## src/verilog/cmgr_cfg.svh

```systemverilog
`ifndef CMGR_CFG_SVH
`define CMGR_CFG_SVH

// register offsets on the control port
`define CMGR_ADDR_MIX_PAIR1      8'h18
`define CMGR_ADDR_MIX_PAIR2      8'h19
`define CMGR_ADDR_MIX_PAIR3      8'h1A
`define CMGR_ADDR_ADC_LEFT_GAIN  8'h1C
`define CMGR_ADDR_ADC_RIGHT_GAIN 8'h1D
`define CMGR_ADDR_RX_MODE        8'h1E
`define CMGR_ADDR_RX_MODE_TWO    8'h1F
`define CMGR_ADDR_IRQ_FLAGS      8'h20

// writable bits per register; for the flags, the bits that events can set
`define CMGR_MASK_MIX            8'h1F
`define CMGR_MASK_GAIN           8'h3F
`define CMGR_MASK_RX_MODE        8'hBF
`define CMGR_MASK_RX_MODE_TWO    8'h77
`define CMGR_MASK_FLAGS          8'hBB

// reset values
`define CMGR_RST_MIX             5'h09
`define CMGR_RST_GAIN            6'h00
`define CMGR_RST_RX_MODE         8'h00
`define CMGR_RST_RX_MODE_TWO     8'h00

// field positions
`define CMGR_MIX_CROSS_BIT       4
`define CMGR_PHASE_ALIGN_BIT     7
`define CMGR_DEEMPH_LSB          4
`define CMGR_IRQ_POL_LSB         2
`define CMGR_HOLD_LSB            0
`define CMGR_PASSTHRU_LSB        4
`define CMGR_RXSEL_LSB           0

// special mixing codes that average B-left with A-right
`define CMGR_MIX_A_SWAP          5'h1E
`define CMGR_MIX_B_SWAP          5'h17

// transition timing, in sample periods
`define CMGR_ZC_TIMEOUT          512
`define CMGR_RAMP_PERIODS        8

`endif

```

## src/verilog/cmgr_pkg.sv

```systemverilog
package cmgr_pkg;

    typedef enum logic [1:0] {
        CMGR_TR_IMMEDIATE = 2'h0,
        CMGR_TR_ZERO_CROSS = 2'h1,
        CMGR_TR_SOFT_RAMP = 2'h2,
        CMGR_TR_RAMP_ZC = 2'h3
    } cmgr_trans_type;

    typedef enum logic [1:0] {
        CMGR_IRQ_HIGH = 2'h0,
        CMGR_IRQ_LOW = 2'h1,
        CMGR_IRQ_OPEN_DRAIN = 2'h2,
        CMGR_IRQ_RSVD = 2'h3
    } cmgr_irq_pol_type;

    typedef enum logic [1:0] {
        CMGR_HOLD_LAST = 2'h0,
        CMGR_HOLD_ZERO = 2'h1,
        CMGR_HOLD_PASS = 2'h2,
        CMGR_HOLD_RSVD = 2'h3
    } cmgr_hold_type;

    typedef logic signed [5:0] cmgr_gain_type;

endpackage

```

## src/verilog/cmgr_gain_if.sv

```systemverilog
`timescale 1ns/1ps
`default_nettype none

interface cmgr_gain_if;
    import cmgr_pkg::*;
    cmgr_gain_type target;
    cmgr_gain_type applied;
    logic          zero_cross;

    modport ctrl (output target, output zero_cross, input applied);
    modport step (input target, input zero_cross, output applied);
endinterface

`default_nettype wire

```

## src/verilog/cmgr_fifo.sv

```systemverilog
`timescale 1ns/1ps
`default_nettype none

// depth must be a power of two so the pointers wrap on their own
module cmgr_fifo #(
    parameter int WIDTH = 8,
    parameter int DEPTH = 4
) (
    // clock and reset
    input  wire logic             clk_sys,
    input  wire logic             rst_n,
    // fill side
    input  wire logic             in_valid,
    output logic                  in_ready,
    input  wire logic [WIDTH-1:0] in_data,
    // drain side
    output logic                  out_valid,
    input  wire logic             out_ready,
    output logic [WIDTH-1:0]      out_data
);
    localparam int AW = $clog2(DEPTH);
    localparam logic [AW:0] FULL_COUNT = (AW+1)'(DEPTH);

    logic [WIDTH-1:0] mem [DEPTH];
    logic [AW-1:0]    wptr;
    logic [AW-1:0]    rptr;
    logic [AW:0]      count;
    logic [AW-1:0]    next_wptr;
    logic [AW-1:0]    next_rptr;
    logic [AW:0]      next_count;
    logic             push;
    logic             pop;

    assign out_valid = (count != '0);
    assign out_data  = mem[rptr];

    always_comb begin
        push       = in_valid & in_ready;
        pop        = out_valid & out_ready;
        next_wptr  = push ? wptr + 1'b1 : wptr;
        next_rptr  = pop ? rptr + 1'b1 : rptr;
        next_count = count + (AW+1)'(push) - (AW+1)'(pop);
    end

    always_ff @(posedge clk_sys or negedge rst_n) begin
        if (!rst_n) begin
            wptr     <= '0;
            rptr     <= '0;
            count    <= '0;
            in_ready <= 1'b0;
        end else begin
            wptr     <= next_wptr;
            rptr     <= next_rptr;
            count    <= next_count;
            in_ready <= (next_count != FULL_COUNT);
        end
    end

    // storage has no reset, it is only read behind count
    always_ff @(posedge clk_sys) begin
        if (push) begin
            mem[wptr] <= in_data;
        end
    end
endmodule // cmgr_fifo

`default_nettype wire

```

## src/verilog/cmgr_gain_step.sv

```systemverilog
`timescale 1ns/1ps
`default_nettype none
`include "cmgr_cfg.svh"

module cmgr_gain_step
    import cmgr_pkg::*;
#(
    parameter int TIMEOUT = `CMGR_ZC_TIMEOUT,
    parameter int RAMP    = `CMGR_RAMP_PERIODS
) (
    // clock and reset
    input  wire logic     clk_sys,
    input  wire logic     rst_n,
    // transition control
    input  wire logic [1:0] transition_mode,
    input  wire logic     sample_tick,
    // channel
    cmgr_gain_if.step     chan
);
    localparam int TW = $clog2(TIMEOUT) + 1;
    localparam int RW = $clog2(RAMP) + 1;
    localparam logic [TW-1:0] TIMEOUT_LAST = TW'(TIMEOUT - 1);
    localparam logic [RW-1:0] RAMP_LAST = RW'(RAMP - 1);

    cmgr_trans_type mode;
    cmgr_gain_type  applied;
    cmgr_gain_type  next_applied;
    cmgr_gain_type  one_step;
    logic [TW-1:0]  timer;
    logic [TW-1:0]  next_timer;
    logic [RW-1:0]  ramp_cnt;
    logic [RW-1:0]  next_ramp_cnt;
    logic           zc_event;

    assign chan.applied = applied;

    always_comb begin
        mode          = cmgr_trans_type'(transition_mode);
        one_step      = (chan.target > applied) ? applied + 6'sd1 : applied - 6'sd1;
        // a crossing or the sample timeout, whichever comes first
        zc_event      = chan.zero_cross | (sample_tick && timer == TIMEOUT_LAST);
        next_applied  = applied;
        next_timer    = timer;
        next_ramp_cnt = ramp_cnt;
        if (chan.target == applied) begin
            next_timer    = '0;
            next_ramp_cnt = '0;
        end else begin
            unique case (mode)
                CMGR_TR_IMMEDIATE: begin
                    next_applied = chan.target;
                end
                CMGR_TR_ZERO_CROSS: begin
                    if (zc_event) begin
                        next_applied = chan.target;
                        next_timer   = '0;
                    end else if (sample_tick) begin
                        next_timer = timer + 1'b1;
                    end
                end
                CMGR_TR_SOFT_RAMP: begin
                    if (sample_tick) begin
                        next_ramp_cnt = (ramp_cnt == RAMP_LAST) ? '0 : ramp_cnt + 1'b1;
                        if (ramp_cnt == RAMP_LAST) begin
                            next_applied = one_step;
                        end
                    end
                end
                CMGR_TR_RAMP_ZC: begin
                    if (zc_event) begin
                        next_applied = one_step;
                        next_timer   = '0;
                    end else if (sample_tick) begin
                        next_timer = timer + 1'b1;
                    end
                end
            endcase
        end
    end

    always_ff @(posedge clk_sys or negedge rst_n) begin
        if (!rst_n) begin
            applied  <= `CMGR_RST_GAIN;
            timer    <= '0;
            ramp_cnt <= '0;
        end else begin
            applied  <= next_applied;
            timer    <= next_timer;
            ramp_cnt <= next_ramp_cnt;
        end
    end
endmodule // cmgr_gain_step

`default_nettype wire

```

## src/verilog/cmgr_top.sv

```systemverilog
// Notes on behaviour
// - five-bit mix code per pair, resets 01001
// - selectors: mute, right, left, half sum
// - cross mode averages A-left and B-right, two exceptions
// - six-bit signed ADC gains, reset zero
// - gain changes follow selected transition mode
// - zero cross or 512-period timeout, per channel
// - phase-align bit syncs both serial ports
// - de-emphasis code used only under forced lock
// - interrupt pin polarity and drive style
// - receiver error sample policy: hold, zero, pass
// - three-bit select drives pass-through output
// - separate three-bit select feeds the receiver
// - status bit set if event since last read
// - reading status clears all bits afterwards, except bits set by an event in the read cycle
// - masked status bits always read zero
// - mask gates status setting and interrupt pin
// - bit 7 on clock-recovery unlock
// - bit 5 on changed subcode block
// - bit 4 on channel-status buffer update
// - bit 0 on any receiver error
// - bit 1 on ADC over-range
`timescale 1ns/1ps
`default_nettype none
`include "cmgr_cfg.svh"

module cmgr_top
    import cmgr_pkg::*;
#(
    parameter int SAMPLE_W   = 24,
    parameter int FIFO_DEPTH = 4
) (
    // clock and reset
    input  wire logic                   clk_sys,
    input  wire logic                   rst_n,
    // control port
    input  wire logic [7:0]             reg_addr,
    input  wire logic                   reg_wr,
    input  wire logic                   reg_rd,
    input  wire logic [7:0]             reg_wdata,
    output logic [7:0]                  reg_rdata,
    output logic                        reg_rvalid,
    // dac mixing stream, per pair: a-left, a-right, b-left, b-right
    input  wire logic                   frame_valid,
    output logic                        frame_ready,
    input  wire logic [12*SAMPLE_W-1:0] frame_data,
    output logic                        mix_valid,
    input  wire logic                   mix_ready,
    output logic [6*SAMPLE_W-1:0]       mix_data,
    // adc gain transitions
    input  wire logic [1:0]             transition_mode,
    input  wire logic                   sample_tick,
    input  wire logic [1:0]             adc_zero_cross,
    output logic [5:0]                  left_input_gain,
    output logic [5:0]                  right_input_gain,
    // receiver
    input  wire logic                   forced_lock,
    input  wire logic [7:0]             rx_input,
    output logic                        passthru_output,
    output logic                        receiver_feed,
    input  wire logic                   rx_sample_valid,
    input  wire logic                   rx_sample_error,
    input  wire logic [SAMPLE_W-1:0]    rx_sample,
    output logic                        rx_audio_valid,
    output logic [SAMPLE_W-1:0]         rx_audio,
    output logic                        port_phase_align,
    output logic [1:0]                  deemph_active,
    // interrupt sources and pin
    input  wire logic [7:0]             irq_event,
    input  wire logic [7:0]             irq_mask,
    output logic                        irq_out,
    output logic                        irq_oe_n
);
    localparam int W = SAMPLE_W;

    // register state
    logic [4:0]             pair_mix_code [3];
    logic [4:0]             next_pair_mix_code [3];
    logic [5:0]             gain_reg [2];
    logic [5:0]             next_gain_reg [2];
    logic [7:0]             rx_mode;
    logic [7:0]             next_rx_mode;
    logic [7:0]             rx_mode_two;
    logic [7:0]             next_rx_mode_two;
    logic [7:0]             flags;
    logic [7:0]             next_flags;
    logic [7:0]             next_rdata;
    logic                   status_read;

    // output state
    logic                   next_irq_out;
    logic                   next_irq_oe_n;
    logic                   irq_pending;
    cmgr_irq_pol_type       irq_polarity;
    logic [1:0]             next_deemph;
    logic [W-1:0]           last_valid;
    logic [W-1:0]           next_last_valid;
    logic [W-1:0]           next_rx_audio;
    cmgr_hold_type          error_sample_policy;

    // mixing path
    logic                   fifo_valid;
    logic                   fifo_take;
    logic [12*W-1:0]        fifo_data;
    logic [6*W-1:0]         next_mix_data;
    logic                   next_mix_valid;

    // registers
    always_comb begin
        next_pair_mix_code = pair_mix_code;
        next_gain_reg      = gain_reg;
        next_rx_mode       = rx_mode;
        next_rx_mode_two   = rx_mode_two;
        if (reg_wr) begin
            unique case (reg_addr)
                `CMGR_ADDR_MIX_PAIR1: next_pair_mix_code[0] = reg_wdata[4:0];
                `CMGR_ADDR_MIX_PAIR2: next_pair_mix_code[1] = reg_wdata[4:0];
                `CMGR_ADDR_MIX_PAIR3: next_pair_mix_code[2] = reg_wdata[4:0];
                `CMGR_ADDR_ADC_LEFT_GAIN: next_gain_reg[0] = reg_wdata[5:0];
                `CMGR_ADDR_ADC_RIGHT_GAIN: next_gain_reg[1] = reg_wdata[5:0];
                `CMGR_ADDR_RX_MODE: next_rx_mode = reg_wdata & `CMGR_MASK_RX_MODE;
                `CMGR_ADDR_RX_MODE_TWO: next_rx_mode_two = reg_wdata & `CMGR_MASK_RX_MODE_TWO;
                default: ;
            endcase
        end
    end

    // status flags: a new event wins over the read clear
    always_comb begin
        status_read = reg_rd && (reg_addr == `CMGR_ADDR_IRQ_FLAGS);
        next_flags  = status_read ? 8'h00 : flags;
        // bits 7,5,4,3,1,0 only, each gated by its mask
        next_flags  = next_flags | (irq_event & irq_mask & `CMGR_MASK_FLAGS);
    end

    // read data, unmapped and reserved bits read zero
    always_comb begin
        next_rdata = 8'h00;
        unique case (reg_addr)
            `CMGR_ADDR_MIX_PAIR1: next_rdata = {3'h0, pair_mix_code[0]};
            `CMGR_ADDR_MIX_PAIR2: next_rdata = {3'h0, pair_mix_code[1]};
            `CMGR_ADDR_MIX_PAIR3: next_rdata = {3'h0, pair_mix_code[2]};
            `CMGR_ADDR_ADC_LEFT_GAIN: next_rdata = {2'h0, gain_reg[0]};
            `CMGR_ADDR_ADC_RIGHT_GAIN: next_rdata = {2'h0, gain_reg[1]};
            `CMGR_ADDR_RX_MODE: next_rdata = rx_mode;
            `CMGR_ADDR_RX_MODE_TWO: next_rdata = rx_mode_two;
            `CMGR_ADDR_IRQ_FLAGS: next_rdata = flags & irq_mask;
            default: next_rdata = 8'h00;
        endcase
    end

    always_ff @(posedge clk_sys or negedge rst_n) begin
        if (!rst_n) begin
            for (int i = 0; i < 3; i++) begin
                pair_mix_code[i] <= `CMGR_RST_MIX;
            end
            gain_reg[0] <= `CMGR_RST_GAIN;
            gain_reg[1] <= `CMGR_RST_GAIN;
            rx_mode     <= `CMGR_RST_RX_MODE;
            rx_mode_two <= `CMGR_RST_RX_MODE_TWO;
            flags       <= 8'h00;
            reg_rdata   <= 8'h00;
            reg_rvalid  <= 1'b0;
        end else begin
            pair_mix_code <= next_pair_mix_code;
            gain_reg      <= next_gain_reg;
            rx_mode       <= next_rx_mode;
            rx_mode_two   <= next_rx_mode_two;
            flags         <= next_flags;
            reg_rdata     <= reg_rd ? next_rdata : reg_rdata;
            reg_rvalid    <= reg_rd;
        end
    end

    // adc gain channels
    cmgr_gain_if gain_ch [2] ();

    for (genvar c = 0; c < 2; c++) begin : g_gain
        assign gain_ch[c].target     = cmgr_gain_type'(gain_reg[c]);
        assign gain_ch[c].zero_cross = adc_zero_cross[c];
        cmgr_gain_step u_step (
            .clk_sys         (clk_sys),
            .rst_n           (rst_n),
            .transition_mode (transition_mode),
            .sample_tick     (sample_tick),
            .chan            (gain_ch[c])
        );
    end

    // applied gains are flip-flops inside the step modules
    assign left_input_gain  = gain_ch[0].applied;
    assign right_input_gain = gain_ch[1].applied;

    // receiver mode and pin outputs
    always_comb begin
        irq_polarity        = cmgr_irq_pol_type'(rx_mode[`CMGR_IRQ_POL_LSB +: 2]);
        error_sample_policy = cmgr_hold_type'(rx_mode[`CMGR_HOLD_LSB +: 2]);
        // reserved code 00 passes through unchanged, and 00 is also driven whenever forced_lock is low
        next_deemph  = forced_lock ? rx_mode[`CMGR_DEEMPH_LSB +: 2] : 2'h0;
        irq_pending  = |(next_flags & irq_mask);
        next_irq_out  = irq_pending;
        next_irq_oe_n = 1'b0;
        unique case (irq_polarity)
            CMGR_IRQ_HIGH: next_irq_out = irq_pending;
            CMGR_IRQ_LOW: next_irq_out = ~irq_pending;
            CMGR_IRQ_OPEN_DRAIN: begin
                next_irq_out  = 1'b0;
                next_irq_oe_n = ~irq_pending;
            end
            // reserved: released so nothing fights the line
            CMGR_IRQ_RSVD: begin
                next_irq_out  = 1'b0;
                next_irq_oe_n = 1'b1;
            end
        endcase
    end

    // received samples on error
    always_comb begin
        next_last_valid = last_valid;
        next_rx_audio   = rx_audio;
        if (rx_sample_valid) begin
            if (!rx_sample_error) begin
                next_rx_audio   = rx_sample;
                next_last_valid = rx_sample;
            end else begin
                unique case (error_sample_policy)
                    CMGR_HOLD_LAST: next_rx_audio = last_valid;
                    CMGR_HOLD_ZERO: next_rx_audio = '0;
                    CMGR_HOLD_PASS: next_rx_audio = rx_sample;
                    CMGR_HOLD_RSVD: next_rx_audio = last_valid;
                endcase
            end
        end
    end

    always_ff @(posedge clk_sys or negedge rst_n) begin
        if (!rst_n) begin
            irq_out          <= 1'b0;
            irq_oe_n         <= 1'b0;
            deemph_active    <= 2'h0;
            port_phase_align <= 1'b0;
            passthru_output  <= 1'b0;
            receiver_feed    <= 1'b0;
            last_valid       <= '0;
            rx_audio         <= '0;
            rx_audio_valid   <= 1'b0;
        end else begin
            irq_out          <= next_irq_out;
            irq_oe_n         <= next_irq_oe_n;
            deemph_active    <= next_deemph;
            port_phase_align <= rx_mode[`CMGR_PHASE_ALIGN_BIT];
            passthru_output  <= rx_input[rx_mode_two[`CMGR_PASSTHRU_LSB +: 3]];
            receiver_feed    <= rx_input[rx_mode_two[`CMGR_RXSEL_LSB +: 3]];
            last_valid       <= next_last_valid;
            rx_audio         <= next_rx_audio;
            rx_audio_valid   <= rx_sample_valid;
        end
    end

    // frames queue here so a stalled consumer pushes back on the source
    cmgr_fifo #(
        .WIDTH (12*W),
        .DEPTH (FIFO_DEPTH)
    ) u_fifo (
        .clk_sys   (clk_sys),
        .rst_n     (rst_n),
        .in_valid  (frame_valid),
        .in_ready  (frame_ready),
        .in_data   (frame_data),
        .out_valid (fifo_valid),
        .out_ready (fifo_take),
        .out_data  (fifo_data)
    );

    assign fifo_take = ~mix_valid | mix_ready;

    function automatic logic [W-1:0] avg(input logic [W-1:0] x, input logic [W-1:0] y);
        logic [W:0] sum;
        sum = {x[W-1], x} + {y[W-1], y};
        return sum[W:1];
    endfunction

    function automatic logic [W-1:0] pick(input logic [1:0] sel, input logic [W-1:0] l,
                                          input logic [W-1:0] r, input logic [W-1:0] both);
        logic [W-1:0] res;
        res = '0;
        unique case (sel)
            2'h0: res = '0;
            2'h1: res = r;
            2'h2: res = l;
            2'h3: res = both;
        endcase
        return res;
    endfunction

    for (genvar p = 0; p < 3; p++) begin : g_pair
        logic [W-1:0] a_l;
        logic [W-1:0] a_r;
        logic [W-1:0] b_l;
        logic [W-1:0] b_r;
        logic [W-1:0] avg_a;
        logic [W-1:0] avg_b;
        logic [4:0]   code;
        assign a_l  = fifo_data[p*4*W +: W];
        assign a_r  = fifo_data[p*4*W+W +: W];
        assign b_l  = fifo_data[p*4*W+2*W +: W];
        assign b_r  = fifo_data[p*4*W+3*W +: W];
        assign code = pair_mix_code[p];
        always_comb begin
            avg_a = avg(a_l, a_r);
            avg_b = avg(b_l, b_r);
            if (code[`CMGR_MIX_CROSS_BIT]) begin
                avg_a = (code == `CMGR_MIX_A_SWAP) ? avg(b_l, a_r) : avg(a_l, b_r);
                avg_b = (code == `CMGR_MIX_B_SWAP) ? avg(b_l, a_r) : avg(a_l, b_r);
            end
            next_mix_data[p*2*W +: W]   = pick(code[3:2], a_l, a_r, avg_a);
            next_mix_data[p*2*W+W +: W] = pick(code[1:0], b_l, b_r, avg_b);
        end
    end

    assign next_mix_valid = fifo_valid | (mix_valid & ~mix_ready);

    always_ff @(posedge clk_sys or negedge rst_n) begin
        if (!rst_n) begin
            mix_valid <= 1'b0;
            mix_data  <= '0;
        end else begin
            mix_valid <= next_mix_valid;
            mix_data  <= (fifo_take && fifo_valid) ? next_mix_data : mix_data;
        end
    end
endmodule // cmgr_top

`default_nettype wire

```

## config.mk

```make
export PLATFORM = sky130hd
export DESIGN_NAME = cmgr_top
export DESIGN_NICKNAME = d
export VERILOG_FILES = /design/src/verilog/cmgr_pkg.sv /design/src/verilog/cmgr_gain_if.sv /design/src/verilog/cmgr_fifo.sv /design/src/verilog/cmgr_gain_step.sv /design/src/verilog/cmgr_top.sv
export VERILOG_INCLUDE_DIRS = /design/src /design/src/verilog
export SDC_FILE = /design/constraint.sdc
export NUM_CORES = 2
export LEC_CHECK = 0
export ABC_AREA = 1
export BUFFER_PORTS_ARGS = -buffer_cell sky130_fd_sc_hd__buf_2
export CELL_PAD_IN_SITES_DETAIL_PLACEMENT = 0
export CELL_PAD_IN_SITES_GLOBAL_PLACEMENT = 1
export CORE_MARGIN = 4
export CORE_UTILIZATION = 40
export CTS_CLUSTER_SIZE = 16
export DETAILED_ROUTE_END_ITERATION = 8
export GPL_TIMING_DRIVEN = 1
export PLACE_DENSITY = 0.76
export SLEW_MARGIN = 0
export SYNTH_ARGS = -nofsm -noshare
export SYNTH_HDL_FRONTEND = slang
export SYNTH_SLANG_ARGS = --single-unit
export TNS_END_PERCENT = 20
```

## constraint.sdc

```tcl
create_clock -name clk_sys -period 13.9 [get_ports clk_sys]
set_clock_uncertainty 0.05 [all_clocks]
set_input_delay 0.695 -clock clk_sys [delete_from_list [all_inputs] [get_ports clk_sys]]
set_output_delay 0.695 -clock clk_sys [all_outputs]
set_load 0.05 [all_outputs]
```

; ---- Yosys cells after proc, flatten, opt, wreduce, memory -nomap -nowiden
; Memory sizes are Yosys's and may differ from the RTL's.
; Cells that the tools add are included.
[word_totals]
rom_bits = 0
ram_bits = 1152
output_inout_bits = 199
latch_bits = 0
word_cells = 231
in_bits = 366
reg_bits = 306
memories = 1
[op_classes]
bitwise_logic = 17
n_lt_le_gt_ge = 4
reduce_logical = 40
n_mul = 0
n_eq_ne = 55
shifts = 0
n_addsub = 24
muxes = 59
n_div = 0
[mem_list]
columns = memory, depth, width, read_ports, rd_ports_with_merged_regs, write_ports, line
row1 = u_fifo.mem, 4, 288, 1, 0, 1, cmgr_fifo.sv:24  ; logic [WIDTH-1:0] mem [DEPTH];
[ops]
columns = cell, n
row1 = 24-bit case mux with 4 select lines, 6
row2 = 24-bit two-way mux, 13
row3 = 24-bit by 24-bit adder with 25-bit output, 12
row4 = 10-bit two-way mux, 8
row5 = 24-bit case mux with 3 select lines, 1
row6 = 8-bit case mux with 8 select lines, 1
row7 = 6-bit two-way mux, 10
row8 = 8-bit by 5-bit == test with 1-bit output (second input constant), 7
row9 = 6-bit case mux with 4 select lines, 2
row10 = 2-bit == test (second input constant), 18
row11 = 4-bit two-way mux, 8
row12 = 5-bit == test (second input constant), 6
row13 = 8-bit AND, 3
row14 = 2-bit AND reduction, 12
row15 = 10-bit by 1-bit adder with 10-bit output (second input constant), 2
row16 = 10-bit by 9-bit == test with 1-bit output (second input constant), 2
row17 = 2-bit by 1-bit == test with 1-bit output (second input constant), 9
row18 = 2-bit zero test, 9
row19 = 6-bit by 2-bit adder with 6-bit output (second input constant), 2
row20 = 6-bit == test, 2
row21 = 6-bit > comparator, 2
row22 = 2-bit by 1-bit != test with 1-bit output (second input constant), 6
row23 = 2-bit nonzero test, 6
row24 = 6-bit by 2-bit subtractor with 6-bit output (second input constant), 2
row25 = other kinds (24), 50

; ---- Longest topological paths before layout
[depth]
word_depth = 8
mapped_depth = 26
mapped_depth_nobuf = 25

; ---- By module
; A second synthesis with hierarchy kept.
[hier_totals]
cells_unflattened = 10669
area_unflattened_um2 = 85899.9
[by_module_without_submodules]
columns = mod, cells_each, area_per_inst_um2, seq_area_each_um2, instances
row1 = cmgr_fifo, 3415, 45717.6, 34793.4, 1
row2 = cmgr_top, 6858, 37206.9, 6463.7, 1
row3 = cmgr_gain_step, 198, 1487.7, 500.5, 2

; ---- Least setup slack after synthesis
; No wires, ideal clock.
[synth_timing]
kind = reg-to-reg
start = register u_fifo.in_ready
end = memory u_fifo.mem[0][0] (netlist bit) (enable)
setup_slack_ps = 81
t_required_ps = 12906
period_less_slack_ps = 13819
setup_ps = 944
arrival_time_ps = 12825
path_buffers = 0
path_stages_with_launch = 3
path_cell_list = dfrtp_1 nand2_1 nor2_1
[synth_between]
elab_chain_len = 3
[synth_rtl]
columns = item, line
row1 = "start, declared", cmgr_fifo.sv:14  ; output logic in_ready,
row2 = "start signal, assigned", cmgr_fifo.sv:55  ; in_ready <= (next_count != FULL_COUNT);
row3 = 1-bit AND, cmgr_fifo.sv:38  ; push = in_valid & in_ready;
row4 = 1-bit two-way mux, cmgr_fifo.sv:61  ; if (push) begin
row5 = 1-bit two-way mux (implied by the code), cmgr_fifo.sv:62  ; mem[wptr] <= in_data;
row6 = "end, declared", cmgr_fifo.sv:24
; No other way between the ends.

; ---- Worst setup path after layout
[layout_timing]
start = register u_fifo.rptr[0]
end = register mix_data[61]
[layout_between]
elab_chain_len = 5
word_cells_on_any_way = 7
classes_between = add/sub: 3 / mux: 3 / memory: 1
[layout_rtl]
columns = item, line
row1 = "start, declared", cmgr_fifo.sv:26  ; logic [AW-1:0] rptr;
row2 = "start signal, assigned", cmgr_fifo.sv:53  ; rptr <= next_rptr;
row3 = memory 4 x 288 bit (*), n/a
row4 = 24-bit by 24-bit adder with 25-bit output, cmgr_top.sv:280  ; sum = {x[W-1], x} + {y[W-1], y};
row5 = 24-bit two-way mux, cmgr_top.sv:314  ; avg_a = (code == `CMGR_MIX_A_SWAP) ? avg(b_l, a_r) : avg(a_l, b_r);
row6 = 24-bit two-way mux, cmgr_top.sv:313  ; if (code[`CMGR_MIX_CROSS_BIT]) begin
row7 = 24-bit case mux with 4 select lines (*), cmgr_top.sv:288  ; unique case (sel)
row8 = "end signal, assigned", cmgr_top.sv:330  ; mix_data <= (fifo_take && fifo_valid) ? next_mix_data : mix_data;
row9 = "end, declared", cmgr_top.sv:49  ; output logic [6*SAMPLE_W-1:0] mix_data,
; Every way passes the cells marked *; elsewhere a longest branch is shown, timed or not.
; A chain may end at the register's enable or synchronous reset.

==> results.md <==
* Status: completed
* Antenna-violating nets left at 0
* Clock root cell: clkbuf_16
* Layout Nets at 10401
* Critical path launch point: u_fifo.rptr[0]
* Number of synthesized flops with an enable pin at 1152
* # H-tree levels at 4
* Share of post-route cells with drive strength above 1 at 0.101
* Slowest stage cell, crit path: buf_4
* Relative slew margins at 0.122
* Crit path DAT at 7.23 ns
* Yosys reg bits at 1458
* Crit path max fanout at 125
* Starting density of the core at 0.403
* Cell area after layout at 93000 sq um
* Yosys top cell area share at 0.435
* Critical-path cell list: inv_8 -> buf_4 -> buf_4 -> o21ai_0 -> o22ai_1 -> ha_1 -> a21oi_1 -> nand2_1 -> nand3_1 -> nand2_1 -> or2_2 -> nand3_1 -> nand3_1 -> nand2_1 -> nand3_1 -> nand2_1 -> nand2_1
* Vias in the first global route at roughly 65000
* Slowest stage delay, CP at 0.92 ns
* Total negative slack at 0 ns
* Core Rows at ~160
* Syn Area/Cell at 8.88 sq um
* Netlist cell types at 59
* Syn nets at about 9600
* Hold Vio Cnt, Final at 0
* GRT Residual Overflow at 0
* Setup crit end kind: register
* DRT iter0 DRCs at 5709
* Clock tree buffer depth at 3
* Hold Slack at about 0.062 ns
* Worst Hold Class: primary input to register
* First-pass GRT wire length at 420 mm
* Buf+Inv Stages, Crit Path at 3
* Clock latency on the worst-skew pair at 0.84 ns
* DR WL/cell at ~23 microns
* Post-Route WL at 290 mm
* Worst-Margin Slew at 1.32 ns
* Critical path's top delay family: buffers and inverters
* Setup crit end: mix_data[61]
* Clock-pin slew on the worst setup and hold paths at 0.08 ns
* Area growth from synthesis to layout at 17.0%
* Max-slew violations at 0
* Reg-to-Reg End: mix_data[61]
* Ys Warns at 0
* Die Y at 454 microns
* Global Route Usage Sum at 0.273
* Asr flop ratio synth at 0.210
* Total iterations of the first detailed-routing run at 6
* Post-DR vias/cell at 5.45
* Critical path type: register to register
* Routed vias at 68224
* Initial antenna violation count at 65
* Worst r2r path cells at 17
* Post-synth top area cell: edfxtp_1
* Period utilisation layout at 0.472
* RSZ-0062 raised after global routing: no
* DP Area at 84800 sq um
* CTS buffer count at around 150
* # DRC at 0
* Min Tclk post-route at 6.56 ns
* Max Fclk at between 150 and 200 MHz
* Crit. path cell count at 17
* Reg2reg start: u_fifo.rptr[0]
* Final Setup Violations at 0
* CTS tree: done
* Synth Instances at 8950
* Post-synth top flop: edfxtp_1
* # IOs at 565
* Post-DP HPWL at 214 mm
* Core area at 197000 sq um
* Most used cell, CP: nand2_1
* Clock sinks at between 1000 and 1500
* Top post-synthesis cells by area: edfxtp_1, nand2_1, dfrtp_1
* Required time worst endpoint at 14.57 ns
* Synthesized area at 79500 sq um
* Die Wd at 454 microns
* Critical path launch point type: register
* Max_cap viols at 0
* Sequential share of the synthesized area at 0.532
* IO Port Bufs at 562
* GPL Wtd Cong at ~0.94
* Largest net degree at the start of global routing at 190
* Die area at approximately 210000 sq um
* Reg2reg setup slack at 7.34 ns
==> synth_stat cells, types with 21 or more instances <==
cell type and n:
a31oi_1 28, nand2_1 2043, a21oi_1 405, a21o_1 48, nor4_1 24, nand3b_1 44, o22ai_1 272, a22o_1 104
edfxtp_1 1152, a21boi_0 21, nor2_1 984, xnor2_1 38, dfrtp_1 300, nand2_2 37, o211ai_1 35, buf_2 89
nand3_1 649, ha_1 308, o21ai_1 40, o21ai_0 919, xor2_1 50, clkbuf_1 205, nor3_1 90, inv_1 752
o21bai_1 48, nand4_1 78
==> cells in the final DEF, fill, tap and decap left out, types with 153 or more instances in the layout <==
master	Yosys	final
nor2_1	984	970
clkbuf_16	0	153
o21ai_0	919	919
ha_1	308	308
edfxtp_1	1152	1152
nand3_1	649	649
inv_1	752	751
dfrtp_1	300	298
buf_2	89	561
nand2_1	2043	2043
o22ai_1	272	272
a21oi_1	405	404
dlygate4sd3_1	0	304
==> registers in the layout (all words and copies together), names as in the netlist, 12 cells and up <==
signal / cells
g_gain.u_step.chan.applied: 12
u_fifo.mem: 1152
rx_audio: 24
last_valid: 24
g_gain.u_step.timer: 20
gain_ch.target: 12
mix_data: 144
g_pair.code: 15
==> per-stage QoR <==
step | worst slack [ns] | instances | util
after floorplan | 0.0806 | 8950 | -
after global placement | 7.62 | 11893 | 0.430
after detailed placement | 7.47 | 11893 | 0.430
after CTS | 7.44 | 12479 | 0.471
after global routing | 7.04 | 12504 | 0.471
final | 7.34 | 12516 | 0.471
==> cell families (layout without fill, tap and decap cells) <==
group	Yosys count	in the layout	synth area share
compound gates	1963	1963	0.140
fa+ha+maj	323	323	0.0523
mux	2	2	0.000283
other cells	0	37	0
simple gates	4012	4012	0.211
buf+inv	1103	1992	0.0552
xor+xnor	89	89	0.00990
flops	1458	1458	0.532
==> what timing repair did <==
item / CTS / global route
hold buffers: 304 / 0
hold endpoints to repair: 1234 / 0
setup buffers: 0 / 0
gates resized for setup: 0 / 0
==> routing by layer <==
layer,track usage,routed length (microns),up-vias
met5,0,80,-
met4,0.109,11500,12
met3,0.0353,15500,479
met2,0.457,139000,2186
met1,0.359,123000,32937
li1,-,-,32610
==> cell type report <==
class                   instances  area, sq um
fillers                     19014       104000
flip-flops and latches       1458        42300
multi-input cells            6389        32900
repair buffers                939         6480
clock buffers                 198         4090
well taps                    2640         3300
inverters                     771         2910
clock inverters                84          968
diodes                         37         92.6
==> worst min-delay path by stage <==
stage	from	end	slack [ns]	cells after the start
6_report	frame_data[117]	u_fifo.mem[3][117]	0.06	1
5_1_grt	frame_data[168]	u_fifo.mem[2][168]	0.03	1
4_1_cts	rx_sample[15]	last_valid[15]	0.00002	3
3_5_place_dp	rx_mode[7]	port_phase_align	0.33	0
3_3_place_gp	rx_mode[7]	port_phase_align	0.33	0
2_1_floorplan	rx_mode[7]	port_phase_align	0.32	0
Power is left out: the tool's default activity adds up to more than one toggle a clock period on the data nets, which glitch-free logic cannot reach.
